File: config.mk
export PLATFORM = sky130hd
export DESIGN_NAME = caf_filter_ids
export DESIGN_NICKNAME = d
export VERILOG_FILES = /design/src/core/caf_filter_ids.v
export VERILOG_INCLUDE_DIRS = /design/src /design/src/shared
export SDC_FILE = /design/constraint.sdc
export NUM_CORES = 1
export LEC_CHECK = 0
export BUFFER_PORTS_ARGS = -buffer_cell sky130_fd_sc_hd__buf_2
export CAP_MARGIN = 20
export CORE_MARGIN = 5
export CORE_UTILIZATION = 40
export CTS_CLUSTER_DIAMETER = 50
export DETAILED_ROUTE_END_ITERATION = 8
export PLACE_DENSITY_LB_ADDON = 0.12
export REMOVE_ABC_BUFFERS = 1
export SYNTH_ARGS = -nofsm -noshare
export SYNTH_HDL_FRONTEND = slang
export SYNTH_SLANG_ARGS = --single-unit
File: constraint.sdc
create_clock -name sys_clk_i -period 5.6 [get_ports sys_clk_i]
set_input_delay 1.12 -clock sys_clk_i [delete_from_list [all_inputs] [get_ports sys_clk_i]]
set_output_delay 1.12 -clock sys_clk_i [all_outputs]
set_load 0.05 [all_outputs]
File: src/shared/caf_regs.vh
`ifndef CAF_REGS_VH
`define CAF_REGS_VH

// Register map: sixteen filter pairs, each register one aligned word
`define CAF_NUM_FILTERS 16
`define CAF_IDX_W 4
`define CAF_SID_BASE 12'h000
`define CAF_EID_BASE 12'h040
`define CAF_CTRL_ADDR 12'h080
`define CAF_RXSTD_ADDR 12'h084
`define CAF_RXEXT_ADDR 12'h088
`define CAF_MATCH_ADDR 12'h08C
`define CAF_ADDR_W 12
`define CAF_BLOCK_MASK 12'hFC0

// Standard identifier pattern register layout
`define CAF_SID_HI 15
`define CAF_SID_LO 5
`define CAF_SID_TYPE_BIT 3
`define CAF_SID_EXTHI_HI 1
`define CAF_SID_EXTHI_LO 0
`define CAF_SID_WMASK 16'hFFEB

// Control register: bit 0 enables compare, bit 1 enables frame type match
`define CAF_CTRL_CMP_EN 0
`define CAF_CTRL_TYPE_EN 1
`define CAF_CTRL_RST 2'h0

`endif

File: src/core/caf_filter_ids.v
`timescale 1ns/100ps
`default_nettype none
`include "caf_regs.vh"

module caf_filter_ids (
    input wire sys_clk_i,
    input wire resetn_i,
    input wire psel_i,
    input wire penable_i,
    input wire pwrite_i,
    input wire [11:0] paddr_i,
    input wire [31:0] pwdata_i,
    output reg [31:0] prdata_o,
    output reg pready_o,
    output reg pslverr_o,
    input wire rx_id_valid_i,
    input wire rx_id_extended_i,
    input wire [10:0] rx_std_id_i,
    input wire [17:0] rx_ext_id_i,
    output reg [15:0] filter_match_o,
    output reg match_valid_o
);

    reg [15:0] std_pattern_r [0:`CAF_NUM_FILTERS-1];
    reg [15:0] ext_pattern_r [0:`CAF_NUM_FILTERS-1];
    reg [1:0] ctrl_r;
    reg [10:0] last_std_r;
    reg [17:0] last_ext_r;
    reg last_xtd_r;
    reg [15:0] match_nxt;
    reg [31:0] rdata_nxt;
    reg addr_ok;
    wire [`CAF_IDX_W-1:0] idx;
    wire setup;
    wire access;
    integer i;

    assign idx = paddr_i[`CAF_IDX_W+1:2];
    // Zero-wait-state slave: answer in the cycle after setup
    assign setup = psel_i & ~penable_i;
    // Writes land only at the edge that completes the access phase
    assign access = psel_i & penable_i & pready_o;

    function sid_in_block;
        input [11:0] a;
        input [11:0] base;
        begin
            sid_in_block = ((a & `CAF_BLOCK_MASK) == base) && (a[1:0] == 2'h0);
        end
    endfunction

    // Pattern compare: standard bits always, extended bits only for extended frames, type bit only with type match on
    function filter_hit;
        input [15:0] standard_id_pattern_bits;
        input [15:0] extended_id_pattern_bits;
        input [10:0] rstd;
        input [17:0] rext;
        input rxtd;
        input type_en;
        reg std_ok;
        reg ext_ok;
        reg type_ok;
        begin
            std_ok = (standard_id_pattern_bits[`CAF_SID_HI:`CAF_SID_LO] == rstd);
            ext_ok = ({standard_id_pattern_bits[`CAF_SID_EXTHI_HI:`CAF_SID_EXTHI_LO], extended_id_pattern_bits} == rext);
            // Type select ignored while type match is off
            type_ok = ~type_en | (standard_id_pattern_bits[`CAF_SID_TYPE_BIT] == rxtd);
            filter_hit = std_ok & type_ok & (~rxtd | ext_ok);
        end
    endfunction

    always @* begin
        addr_ok = sid_in_block(paddr_i, `CAF_SID_BASE) | sid_in_block(paddr_i, `CAF_EID_BASE)
            | (paddr_i == `CAF_CTRL_ADDR) | (paddr_i == `CAF_RXSTD_ADDR)
            | (paddr_i == `CAF_RXEXT_ADDR) | (paddr_i == `CAF_MATCH_ADDR);
        rdata_nxt = 32'h0000_0000;
        if (sid_in_block(paddr_i, `CAF_SID_BASE)) begin
            rdata_nxt[15:0] = std_pattern_r[idx] & `CAF_SID_WMASK;
        end else if (sid_in_block(paddr_i, `CAF_EID_BASE)) begin
            rdata_nxt[15:0] = ext_pattern_r[idx];
        end else if (paddr_i == `CAF_CTRL_ADDR) begin
            rdata_nxt[1:0] = ctrl_r;
        end else if (paddr_i == `CAF_RXSTD_ADDR) begin
            rdata_nxt[11:0] = {last_xtd_r, last_std_r};
        end else if (paddr_i == `CAF_RXEXT_ADDR) begin
            rdata_nxt[17:0] = last_ext_r;
        end else if (paddr_i == `CAF_MATCH_ADDR) begin
            rdata_nxt[15:0] = filter_match_o;
        end
    end

    always @* begin
        match_nxt = 16'h0000;
        for (i = 0; i < `CAF_NUM_FILTERS; i = i + 1) begin
            match_nxt[i] = ctrl_r[`CAF_CTRL_CMP_EN] & filter_hit(std_pattern_r[i],
                ext_pattern_r[i], rx_std_id_i, rx_ext_id_i, rx_id_extended_i,
                ctrl_r[`CAF_CTRL_TYPE_EN]);
        end
    end

    // Patterns have no reset: contents undefined until software writes them
    always @(posedge sys_clk_i) begin
        if (access && pwrite_i && sid_in_block(paddr_i, `CAF_SID_BASE)) begin
            std_pattern_r[idx] <= pwdata_i[15:0] & `CAF_SID_WMASK;
        end
        if (access && pwrite_i && sid_in_block(paddr_i, `CAF_EID_BASE)) begin
            ext_pattern_r[idx] <= pwdata_i[15:0];
        end
    end

    always @(posedge sys_clk_i) begin
        if (!resetn_i) begin
            ctrl_r <= `CAF_CTRL_RST;
            pready_o <= 1'b0;
            pslverr_o <= 1'b0;
            prdata_o <= 32'h0000_0000;
            filter_match_o <= 16'h0000;
            match_valid_o <= 1'b0;
            last_std_r <= 11'h000;
            last_ext_r <= 18'h00000;
            last_xtd_r <= 1'b0;
        end else begin
            pready_o <= setup;
            pslverr_o <= setup & ~addr_ok;
            prdata_o <= (setup && !pwrite_i) ? rdata_nxt : 32'h0000_0000;
            if (access && pwrite_i && paddr_i == `CAF_CTRL_ADDR) begin
                ctrl_r <= pwdata_i[1:0];
            end
            match_valid_o <= rx_id_valid_i;
            if (rx_id_valid_i) begin
                filter_match_o <= match_nxt;
                last_std_r <= rx_std_id_i;
                last_ext_r <= rx_ext_id_i;
                last_xtd_r <= rx_id_extended_i;
            end
        end
    end

endmodule
`default_nettype wire

==> metrics.txt <==
Max IR drop VDD=0.000162 V; dominant cells by area after synthesis=edfxtp_1 (53%), xor2_1 (8.4%), mux4_2 (7.4%); HPWL Detailed=roughly 66,000 um; status=finished clean; initial drt markers=1,879; Synth-to-Final Area Change=13.9%; CP Cell Sequence=buf_2 > or4_4 > or3_1 > nor3_1 > nand2_1 > nor2_1 > buf_4; Core Area=0.0670 mm^2; drt first pass iters=6; vias per inst=5.91; root buf cell=clkbuf_16; crit-path max FO=11; RSZ-0062 raised after global routing=no; startpoint types=input pin; Worst Skew=around 0.019 ns; vias=17,237; CP Data Arrival Time=between 3 and 4 ns; Cell Area, Synth=0.0270 mm^2; Worst-path clk slew=0.06 ns; Die ar.=0.0727 mm^2; CP max stage cell=nor3_1; CTS resizes=0; max incr delay on CP=between 0.6 and 0.7 ns; Longest Clk Path Bufs=3; WL/cell=32.9 um; initial antenna violation count=1; area leader, netlist=edfxtp_1; post-route ant nets=0; Final Hold Fails=0; CTS sink cnt=around 550; overall routing resource usage=about 26%; TritonCTS buffer count=73; static leakage=~10 nW; final period utilization=66.3%; CTS tree=done; GP Congestion=between 0.9 and 1; Syn. warnings=0; setup TNS=0 ns; Required @ worst endpoint=5.88 ns; PwrDens=~320 mW/mm^2; EDFF count, synth=480; most frequent cell after synthesis=edfxtp_1; Slew headroom=26.9%; GR Overflow Total=0; PortBufs=100; commonest cells in the synthesized netlist=edfxtp_1 (480), xor2_1 (258), xnor2_1 (222), clkbuf_1 (97), mux4_2 (89); postcts setup bufs=0; first-pass GRT wire length=133,000 um; Mapped Cells=~1,900; most used flip-flop cell after synthesis=edfxtp_1; area share of the largest cell type after synthesis=53.4%; Yosys reg bits=about 550; Die Ht=270 um; initial core utilization=40.2%; Final Power=slightly below 10 mW; pins over their slew limit=0; slew at the pin with the worst max-slew slack=~1.1 ns; fin crit period=3.71 ns; mean post-synth cell area=approximately 14 um^2; I/O pins=about 130; layout cells sized above 1=19.8%; H-Tree Depth=3; max_cap viols=0; final setup violation count=0; Hold-fix buffers, CTS=0; nets=2,065; sequential area share after synthesis=58.6%; Min-Delay Path Class=flip-flop to flip-flop; pin count of the biggest net entering global routing=65; vias in the first global route=around 17,000; unique cell type count in the Yosys netlist=54; Async SR Flop Fraction=0%; crit end category=flip-flop; Placement Rows=95; die width=270 um; aggregate routed wire length=95,800 um; FMAX=0.269 GHz; Clk Latency, worst-skew pair=0.60 ns; DRC=0; Worst Setup Path Type=input pin to flip-flop
layout by cell type, fill, tap and decap left out, types with 37 or more instances in the layout:
| cell | instances |
|---|---|
| dfxtp_1 | 69 |
| xnor2_1 | 222 |
| xor2_1 | 258 |
| buf_2 | 98 |
| nand4_1 | 63 |
| mux2i_1 | 74 |
| buf_4 | 51 |
| mux2_2 | 44 |
| clkbuf_16 | 77 |
| mux4_2 | 89 |
| nand2_1 | 37 |
| nor2_1 | 75 |
| nor4_1 | 52 |
| edfxtp_1 | 480 |
critical path, delay by kind of cell:
family	cells	cell delay, ns
simple gates	5	2.44
buf+inv	2	0.42
stage by stage:
step	cell area, um^2	hold WS (ns)	setup slack, ns	utilization, %	cells
2_1_floorplan	26300	0.429	1.99	-	1756
3_5_place_dp	28400	0.452	1.38	42.3	2782
5_1_grt	30700	0.496	1.87	45.8	2914
4_1_cts	30700	0.466	2.02	45.8	2913
6_report	30700	0.462	1.89	45.8	2915
3_3_place_gp	28400	0.451	1.48	42.3	2782
routing by layer:
layer	GRT usage (%)	up-vias	wire, um
li1	-	7343	-
met1	38.2	9011	43400
met2	39.2	752	43100
met3	3.47	129	6710
met4	7.41	2	2600
met5	0	-	13
state kept, by name, indices dropped and copies added (netlist names):
| signal | cells |
|---|---|
| std_pattern_r | 224 |
| pslverr_o | 1 |
| ext_pattern_r | 256 |
| filter_match_o | 16 |
| ctrl_r | 2 |
| last_ext_r | 18 |
| match_valid_o | 1 |
| last_xtd_r | 1 |
| last_std_r | 11 |
| prdata_o | 18 |
| pready_o | 1 |
cell families after synthesis:
| logic type | count (synthesis) | share of synthesized area [%] |
|---|---|---|
| buffers and inverters | 152 | 2.57 |
| AOI/OAI and AO/OA | 186 | 5.05 |
| muxes | 207 | 12.0 |
| xor gates and xnor gates | 480 | 15.6 |
| DFF | 549 | 58.6 |
| other | 1 | 0.0139 |
| and+or+nand+nor | 317 | 6.21 |
layout make-up:
cell class	instances	area, um^2
Antenna cell	1	2.50
Clock buffer	97	2030
Clock inverter	34	300
Fill cell	6075	36300
Inverter	3	11.3
Sequential cell	549	15800
Tap cell	873	1090
Timing Repair Buffer	154	956
Multi-Input combinational cell	1204	10500
path summary, 6_finish.rpt:
kind / start / to / slack (ns) / cells past startpoint
max: paddr_i[1] / ext_pattern_r[1][7] / 1.89 / 7
min: last_ext_r[16] / prdata_o[16] / 0.46 / 1
max reg2reg: pready_o / ext_pattern_r[1][7] / 2.81 / 5
min reg2reg: last_ext_r[16] / prdata_o[16] / 0.46 / 1
power breakdown:
| group | leakage [nW] | internal, mW | total, mW | switching [mW] |
|---|---|---|---|---|
| Clock | 1.14 | 2.71 | 4.54 | 1.82 |
| Combinational | 4.11 | 0.240 | 0.771 | 0.531 |
| Sequential | 4.87 | 4.46 | 4.47 | 0.00669 |
Note: power is estimated with default switching activity, not from simulation.
